==> config.mk <==
export PLATFORM = sky130hd
export DESIGN_NAME = ebrw_ctrl
export DESIGN_NICKNAME = d
export VERILOG_FILES = /design/src/hdl/ebrw_pkg.sv /design/src/hdl/ebrw_ctrl.sv
export VERILOG_INCLUDE_DIRS = /design/src /design/src/hdl
export SDC_FILE = /design/constraint.sdc
export NUM_CORES = 1
export LEC_CHECK = 0
export ABC_AREA = 0
export BUFFER_PORTS_ARGS = -buffer_cell sky130_fd_sc_hd__buf_2
export CORE_ASPECT_RATIO = 0.6
export CORE_MARGIN = 8
export CORE_UTILIZATION = 57
export DETAILED_ROUTE_END_ITERATION = 12
export PLACE_DENSITY = 0.85
export SLEW_MARGIN = 20
export SYNTH_ARGS = -nofsm -noshare
export SYNTH_HDL_FRONTEND = slang
export SYNTH_SLANG_ARGS = --single-unit
export TNS_END_PERCENT = 1
==> constraint.sdc <==
create_clock -name pclk -period 2.4 [get_ports pclk]
set_input_delay 0 -clock pclk [delete_from_list [all_inputs] [get_ports pclk]]
set_output_delay 0 -clock pclk [all_outputs]
set_load 0.02 [all_outputs]
==> src/hdl/ebrw_defs.svh <==
// Purpose: register offsets, field positions and reset values
// Assumes: APB byte addresses, one 32-bit word per register
// Notes:   included by the bus wait controller
`ifndef EBRW_DEFS_SVH
`define EBRW_DEFS_SVH
`define EBRW_OFS_CFG       8'h00
`define EBRW_OFS_ADDR      8'h04
`define EBRW_OFS_WDATA     8'h08
`define EBRW_OFS_CMD       8'h0C
`define EBRW_OFS_STATUS    8'h10
`define EBRW_OFS_RDATA     8'h14
`define EBRW_CFG_RDY_EN    0
`define EBRW_CFG_ASYNC     1
`define EBRW_CFG_MUX       2
`define EBRW_CFG_TRI       3
`define EBRW_CFG_MCW_LO    4
`define EBRW_CFG_MCW_HI    7
`define EBRW_CMD_READ      0
`define EBRW_CMD_LO        1
`define EBRW_CMD_HI        2
`define EBRW_CFG_RESET     8'h00
`define EBRW_WCNT_MAX      8'hFF
`endif

==> src/hdl/ebrw_pkg.sv <==
// Purpose: types of the bus wait controller
// Assumes: nothing
// Notes:   all state of the controller is one packed struct
package ebrw_pkg;
    typedef enum logic [2:0] {
        EBRW_IDLE,
        EBRW_ADDR,
        EBRW_CMD,
        EBRW_MUXW,
        EBRW_TRIW
    } ebrw_state_e;
    typedef struct packed {
        logic        pend;
        logic        ph;
        ebrw_state_e st;
        logic [3:0]  cnt;
        logic        waited;
        logic        rd_cyc;
        logic        be_lo;
        logic        be_hi;
        logic [7:0]  cfg;
        logic [15:0] addr;
        logic [15:0] wdat;
        logic [15:0] rdat;
        logic        done;
        logic [7:0]  wcnt;
        logic [7:0]  lastw;
        logic        rs1;
        logic        rs2;
        logic [15:0] ds1;
        logic [15:0] ds2;
        logic        ale;
        logic        rd_n;
        logic        wrl_n;
        logic        wrh_n;
        logic        rcs_n;
        logic        wcs_n;
        logic        bhe_n;
        logic [15:0] a_o;
        logic [15:0] d_o;
        logic        d_oe;
        logic        rdy;
        logic [31:0] rdata;
        logic        slverr;
    } ebrw_state_s;
endpackage

==> src/hdl/ebrw_ctrl.sv <==
// Purpose: external bus cycle controller with wait-request handling
// Assumes: pclk 10 MHz; the bus reference clock is pclk divided by 2
// Notes:   all pin inputs pass two flip-flops before use
`timescale 1ns/100ps
`include "ebrw_defs.svh"

// Notes on behaviour
// - external logic stretches each bus cycle with wait request enabled through the wait-request pin, sampled to decide continuation.
// - asynchronous mode forces a first wait state, costing at least one wait state per controlled cycle.
// - a high sample at the sampling point inserts one more wait state and samples again.
// - a low sample at the sampling point ends the running bus cycle.
// - the programmed length with its memory-cycle wait states runs out before sampling may end the cycle.
// - multiplexed cycles get a multiplexing wait state afterwards, optionally followed by a tristate wait state.
// - the gap after a cycle is two reference clocks for multiplexed with tristate and zero for plain demultiplexed.
// - the next first sampling point follows from this tristate state and the next memory-cycle and latch modes.
// - a multiplexed cycle gives the far side one extra reference clock to withdraw the wait level.
// - read data are caught on the edge that raises the read strobe, which leaves the address unchanged.
// - the address stays put until the write strobes are high again.
module ebrw_ctrl
    import ebrw_pkg::*;
(
    input  wire logic        pclk,
    input  wire logic        presetn,
    input  wire logic        ce,
    input  wire logic        psel,
    input  wire logic        penable,
    input  wire logic        pwrite,
    input  wire logic [7:0]  paddr,
    input  wire logic [31:0] pwdata,
    output logic             pready,
    output logic [31:0]      prdata,
    output logic             pslverr,
    output logic             bus_ref_clock_out,
    input  wire logic        bus_ready_n,
    output logic             ale,
    output logic             read_n,
    output logic             write_low_byte_n,
    output logic             write_high_byte_n,
    output logic             read_chip_sel_n,
    output logic             write_chip_sel_n,
    output logic             high_byte_enable_n,
    output logic [15:0]      addr_out,
    output logic [15:0]      data_out,
    output logic             data_oe,
    input  wire logic [15:0] data_in
);

    //****************************************************************
    // state
    //****************************************************************
    // s is the whole registered state, next_s the value it takes next
    ebrw_state_s s;
    ebrw_state_s next_s;

    logic tick;
    logic access;
    logic wr_ok;
    logic busy;
    logic sample_ok;
    logic [3:0] mcw;

    // every bus pin changes only on a tick, the pclk edge on which the
    // reference clock rises, so the far side can time itself on that clock
    // alone; the apb side runs on every pclk
    // rising edge of the reference clock comes next cycle
    assign tick = ~s.ph;
    assign access = psel & penable;
    assign wr_ok = access & pwrite & s.rdy;
    assign busy = s.pend | (s.st != EBRW_IDLE);
    assign mcw = s.cfg[`EBRW_CFG_MCW_HI:`EBRW_CFG_MCW_LO];

    // the pin passes the two-stage synchroniser in both modes, so both see
    // the same two pclk of latency; async only adds the forced first wait
    // low sample ends; async needs one forced wait first
    assign sample_ok = ~s.rs2 & (~s.cfg[`EBRW_CFG_ASYNC] | s.waited);

    //****************************************************************
    // next state
    //****************************************************************
    always_comb begin
        next_s = s;
        next_s.ph = ~s.ph;
        // two-stage synchronisers for pin inputs
        next_s.rs1 = bus_ready_n;
        next_s.rs2 = s.rs1;
        next_s.ds1 = data_in;
        next_s.ds2 = s.ds1;

        // the answer stands one pclk: the second access cycle sees rdy high
        // and lets it fall, so each transfer gives exactly one pready pulse
        // apb: answer one cycle into the access phase
        next_s.rdy = access & ~s.rdy;
        next_s.slverr = 1'b0;
        next_s.rdata = 32'h0000_0000;
        if (access & ~s.rdy) begin
            case (paddr)
                `EBRW_OFS_CFG: begin
                    next_s.rdata = {24'h00_0000, s.cfg};
                end
                `EBRW_OFS_ADDR: begin
                    next_s.rdata = {16'h0000, s.addr};
                end
                `EBRW_OFS_WDATA: begin
                    next_s.rdata = {16'h0000, s.wdat};
                end
                `EBRW_OFS_CMD: begin
                    next_s.rdata = 32'h0000_0000;
                end
                `EBRW_OFS_STATUS: begin
                    next_s.rdata = {16'h0000, s.lastw, 6'h00, s.done, busy};
                end
                `EBRW_OFS_RDATA: begin
                    next_s.rdata = {16'h0000, s.rdat};
                end
                default: begin
                    next_s.slverr = 1'b1;
                end
            endcase
        end

        // a command that arrives while a cycle runs is dropped without an
        // error; software polls busy in status before it issues the next one
        // register writes take effect at the edge with pready high
        if (wr_ok) begin
            case (paddr)
                `EBRW_OFS_CFG: begin
                    next_s.cfg = pwdata[7:0];
                end
                `EBRW_OFS_ADDR: begin
                    next_s.addr = pwdata[15:0];
                end
                `EBRW_OFS_WDATA: begin
                    next_s.wdat = pwdata[15:0];
                end
                `EBRW_OFS_CMD: begin
                    if (!busy) begin
                        next_s.pend = 1'b1;
                        next_s.done = 1'b0;
                        next_s.rd_cyc = pwdata[`EBRW_CMD_READ];
                        next_s.be_lo = pwdata[`EBRW_CMD_LO];
                        next_s.be_hi = pwdata[`EBRW_CMD_HI];
                    end
                end
                default: begin
                    next_s.pend = s.pend;
                end
            endcase
        end

        // idle waits for a command; addr drives the shared lines while the
        // latch pulse is high; cmd holds the strobes through the programmed
        // and the requested waits; muxw and triw are the gaps after a cycle
        // in which the far side releases the shared lines and its wait level
        // bus sequencer, advances on reference clock rising edges
        if (tick) begin
            case (s.st)
                EBRW_IDLE: begin
                    if (s.pend) begin
                        // wait counters restart for every cycle
                        next_s.pend = 1'b0;
                        next_s.waited = 1'b0;
                        next_s.wcnt = 8'h00;
                        next_s.a_o = s.addr;
                        next_s.bhe_n = ~s.be_hi;
                        if (s.cfg[`EBRW_CFG_MUX]) begin
                            // address phase on the shared lines
                            next_s.ale = 1'b1;
                            next_s.d_o = s.addr;
                            next_s.d_oe = 1'b1;
                            next_s.st = EBRW_ADDR;
                        end else begin
                            // demultiplexed: strobes fall at once with the address
                            next_s.rd_n = ~s.rd_cyc;
                            next_s.rcs_n = ~s.rd_cyc;
                            next_s.wrl_n = s.rd_cyc | ~s.be_lo;
                            next_s.wrh_n = s.rd_cyc | ~s.be_hi;
                            next_s.wcs_n = s.rd_cyc;
                            next_s.d_o = s.wdat;
                            next_s.d_oe = ~s.rd_cyc;
                            next_s.cnt = mcw;
                            next_s.st = EBRW_CMD;
                        end
                    end
                end
                EBRW_ADDR: begin
                    // latch pulse over: strobes fall, write data replace the address
                    next_s.ale = 1'b0;
                    next_s.rd_n = ~s.rd_cyc;
                    next_s.rcs_n = ~s.rd_cyc;
                    next_s.wrl_n = s.rd_cyc | ~s.be_lo;
                    next_s.wrh_n = s.rd_cyc | ~s.be_hi;
                    next_s.wcs_n = s.rd_cyc;
                    next_s.d_o = s.wdat;
                    next_s.d_oe = ~s.rd_cyc;
                    next_s.cnt = mcw;
                    next_s.st = EBRW_CMD;
                end
                EBRW_CMD: begin
                    // a cycle whose wait request is disabled ends right after the
                    // programmed wait states, whatever the pin shows
                    if (s.cnt != 4'h0) begin
                        // programmed memory-cycle wait states first
                        next_s.cnt = s.cnt - 4'h1;
                    end else if (s.cfg[`EBRW_CFG_RDY_EN] & ~sample_ok) begin
                        // high sample: one more wait, sample again
                        next_s.waited = 1'b1;
                        if (s.wcnt != `EBRW_WCNT_MAX) begin
                            next_s.wcnt = s.wcnt + 8'h01;
                        end
                    end else begin
                        // end of cycle: strobes rise, data caught here
                        next_s.rd_n = 1'b1;
                        next_s.rcs_n = 1'b1;
                        next_s.wrl_n = 1'b1;
                        next_s.wrh_n = 1'b1;
                        next_s.wcs_n = 1'b1;
                        if (s.rd_cyc) begin
                            next_s.rdat = s.ds2;
                        end
                        // address output left as is until the next cycle
                        next_s.a_o = s.a_o;
                        next_s.lastw = s.wcnt;
                        next_s.done = 1'b1;
                        if (s.cfg[`EBRW_CFG_MUX]) begin
                            next_s.st = EBRW_MUXW;
                        end else if (s.cfg[`EBRW_CFG_TRI]) begin
                            next_s.st = EBRW_TRIW;
                        end else begin
                            next_s.st = EBRW_IDLE;
                        end
                    end
                end
                EBRW_MUXW: begin
                    // data lines released one tick after the strobes rose
                    // extra clock for the far side to drop its wait level
                    next_s.d_oe = 1'b0;
                    if (s.cfg[`EBRW_CFG_TRI]) begin
                        next_s.st = EBRW_TRIW;
                    end else begin
                        next_s.st = EBRW_IDLE;
                    end
                end
                EBRW_TRIW: begin
                    // optional gap after muxw, or straight after a demultiplexed cycle; one more tick with the lines released
                    // gap moves the next first sampling point later
                    next_s.d_oe = 1'b0;
                    next_s.st = EBRW_IDLE;
                end
                default: begin
                    next_s.st = EBRW_IDLE;
                end
            endcase
        end
    end

    //****************************************************************
    // registers
    //****************************************************************
    // the reset image keeps every strobe inactive and the shared lines
    // released, so the far side sees no cycle until a command is issued
    // all state frozen while ce is low
    always_ff @(posedge pclk or negedge presetn) begin
        if (!presetn) begin
            s <= '{
                pend: 1'b0, ph: 1'b0, st: EBRW_IDLE, cnt: 4'h0,
                waited: 1'b0, rd_cyc: 1'b0, be_lo: 1'b0, be_hi: 1'b0,
                cfg: `EBRW_CFG_RESET, addr: 16'h0000, wdat: 16'h0000,
                rdat: 16'h0000, done: 1'b0, wcnt: 8'h00, lastw: 8'h00,
                rs1: 1'b1, rs2: 1'b1, ds1: 16'h0000, ds2: 16'h0000,
                ale: 1'b0, rd_n: 1'b1, wrl_n: 1'b1, wrh_n: 1'b1,
                rcs_n: 1'b1, wcs_n: 1'b1, bhe_n: 1'b1, a_o: 16'h0000,
                d_o: 16'h0000, d_oe: 1'b0, rdy: 1'b0,
                rdata: 32'h0000_0000, slverr: 1'b0
            };
        end else if (ce) begin
            s <= next_s;
        end
    end

    //****************************************************************
    // outputs, all straight from flip-flops
    //****************************************************************
    // apb answer
    assign pready = s.rdy;
    assign prdata = s.rdata;
    assign pslverr = s.slverr;

    // bus pins; the reference clock runs free, also between cycles
    assign bus_ref_clock_out = s.ph;
    assign ale = s.ale;
    assign read_n = s.rd_n;
    assign write_low_byte_n = s.wrl_n;
    assign write_high_byte_n = s.wrh_n;
    assign read_chip_sel_n = s.rcs_n;
    assign write_chip_sel_n = s.wcs_n;
    assign high_byte_enable_n = s.bhe_n;
    assign addr_out = s.a_o;
    assign data_out = s.d_o;
    assign data_oe = s.d_oe;

endmodule // ebrw_ctrl

==> metrics.yaml <==
status: "completed"
crit_required_ns: 2.73
setup_viol: 0
max-clock-path-buffers: 2
antenna_found_initial: 0
synth_edf_count: 0
final-instance-count-excl-fill: 1009
synth_area_leaders: "dfrtp_1 50%, mux2_2 14%, buf_4 5.9%, dfstp_2 2.2%, a22oi_1 2.1%"
fin_skew_ns: 0.0135
post-route-min-period_ns: 2.23
p_total_mw: 7.15
dieArea_um2: 19100
nets: 864
slew_headroom: 0.542
power_frac_seq: 0.467
wl_um: 21100
viasPerCell: 5.98
cap_violations: 0
final_max_slew_viol_count: 0
critPathLaunchType: "flop"
synth_most_common_cell: "dfrtp_1"
wl_per_cell_um: 20.9
yosysWarnings: 0
drive_above_1_share: 0.364
antenna_cells: 0
cts-root-buf: "clkbuf_16"
worstSetupPathType: "flop to flop"
synthCells: 709
fp.dieW_um: 173
p_sw_mw: 2.14
hpwlAfterDp_um: 14800
rows: 34
grt_max_degree: 60
netlist.area_leader.share: 0.502
grt_pass1_vias: 6277
cp-end-kind: "flop"
register_area_um2: 4440
gp_congestion: 0.934
synth_area_leader_cell: "dfrtp_1"
placedCellCount: 940
vias: 6037
cts.sinks: 177
hold_viol: 0
clk_latency_ns: 0.44
power_density_nw_per_um2: 733
hp-class: "input pin to flop"
grt_overflow_total: 0
drc: 0
syn2layout_area_growth_pct: 15.2
drt_pass1_iterations: 5
worstPathMaxFanout: 12
fmax_ghz: 0.449
syn_area_um2: 8470
multi_input_area_um2: 3410
p_comb_frac: 0.142
ys_types: 57
fin_setup_tns_ns: 0
arrival_ns: 2.56
fp.dieH_um: 110
synth_seq_cells: 177
cts_tree: "built"
numCtsBuffers: 17
track_usage: 0.220
leakagePower_nw: 4.70
route.antenna.remaining_nets: 0
path_clk_slew_ns: 0.07
p_int_mw: 5.01
syn_area_per_cell_um2: 11.9
htree_levels: 4
synth_seq_area_share: 0.524
fp.coreArea_um2: 14500
switching_share: 0.299
grt_pass1_wl_um: 34100
io_pins: 138
ys_top_cells_by_count: "170 x dfrtp_1, 108 x mux2_2, 67 x buf_4, 34 x nor2_1, 31 x o21ai_0"
drt-initial-drc-count: 575
rsz0062_at_grt: "no"
fillCellCount: 1000
synth_ff_type: "dfrtp_1"
finalCritPeriodShare: 0.928
clkPwrFrac: 0.391
synthArstFlopShare: 1.00
start_util: 0.584
peakVddDrop_uv: 518
cts_setup_buffers: 0
worst_pin_slew_ns: 0.686
numPortBuffers: 105
## stage by stage
step / area [um2] / utilization / hold slack [ns] / setup WS, ns
3_3_place_gp: 8760 / 0.604 / -0.0121 / 0.265
3_5_place_dp: 8760 / 0.604 / -0.00510 / 0.156
4_1_cts: 9750 / 0.672 / 0.0515 / 0.131
6_report: 9760 / 0.673 / 0.0692 / 0.174
5_1_grt: 9760 / 0.673 / 0.0837 / 0.0363
2_1_floorplan: 8520 / - / -0.296 / 0.408
## power by group through the flow
stage | combinational [mW] | clock [mW] | sequential [mW]
final | 1.01 | 2.80 | 3.34
after global routing | 1.11 | 2.94 | 3.36
after CTS | 0.997 | 2.82 | 3.33
after detailed placement | 0.948 | 0 | 3.39
after global placement | 0.900 | 0 | 3.38
after floorplan | 0.641 | 0 | 3.39
## worst paths after layout
kind	start	to	slack, ns	depth (start not counted)
max	s[186]	s[122]	0.17	7
min	paddr[0]	pslverr	0.07	4
max reg2reg	s[186]	s[122]	0.17	7
min reg2reg	s[181]	high_byte_enable_n	0.48	1
max in group asynchronous	presetn	s[147]	1.58	3
min in group asynchronous	presetn	s[190]	0.09	2
## cell type report
type / instances / area share
clock buffer: 17 / 0.0436
clock inverter: 15 / 0.0194
inverter: 6 / 0.00231
multi-input combinational: 439 / 0.349
sequential: 177 / 0.455
tap: 198 / 0.0254
timing repair buffer: 157 / 0.105
## critical path, stage by stage, from the launching register on
cell	delay, ns
dfrtp_1	0.40
inv_1	0.11
ha_1	0.17
nor3b_4	0.27
o211ai_1	0.14
a211o_2	0.44
or3_1	0.37
a21boi_0	0.23
## cells by family after synthesis
logic type	synth area share
AOI/OAI and AO/OA	0.131
buffers and inverters	0.0813
adders and majority gates	0.00443
muxes	0.171
xor gates and xnor gates	0.00103
DFF	0.524
other	0.000443
and+or+nand+nor	0.0867
## what timing repair did
item / in CTS / in global routing
gates resized for setup: 0 / 2
endpoints found under the setup margin: 0 / 1
hold buffers: 37 / 0
endpoints found under the hold margin: 122 / 0
## metal layers
metal	part of all wire	track usage	vias to the layer above
met2	0.47	0.345	305
met5	0	0	-
met4	0.015	0.0601	0
li1	-	-	2669
met3	0.095	0.0755	33
met1	0.42	0.288	3030
## state kept, by name, indices dropped and copies added, names as in the netlist, 4 cells and up
signal and flops:
s 98, next_s 17, addr_out 16, data_out 16, prdata 16, mcw 4
## placed cells by master, fill, tap and decap left out, types with 16 or more instances in the layout
cell type      synthesis  routed
a21oi_1               22      22
a22oi_1               24      24
buf_2                  7     104
clkbuf_16              0      17
conb_1                 1      16
dfrtp_1              170     170
dlygate4sd3_1          0      37
mux2_2               108     108
nand2_1               27      27
nand2b_1              20      20
nor2_1                34      33
o21ai_0               31      31
o22a_1                16      16
o22ai_1               19      19
Power figures use the tool's default switching activity.
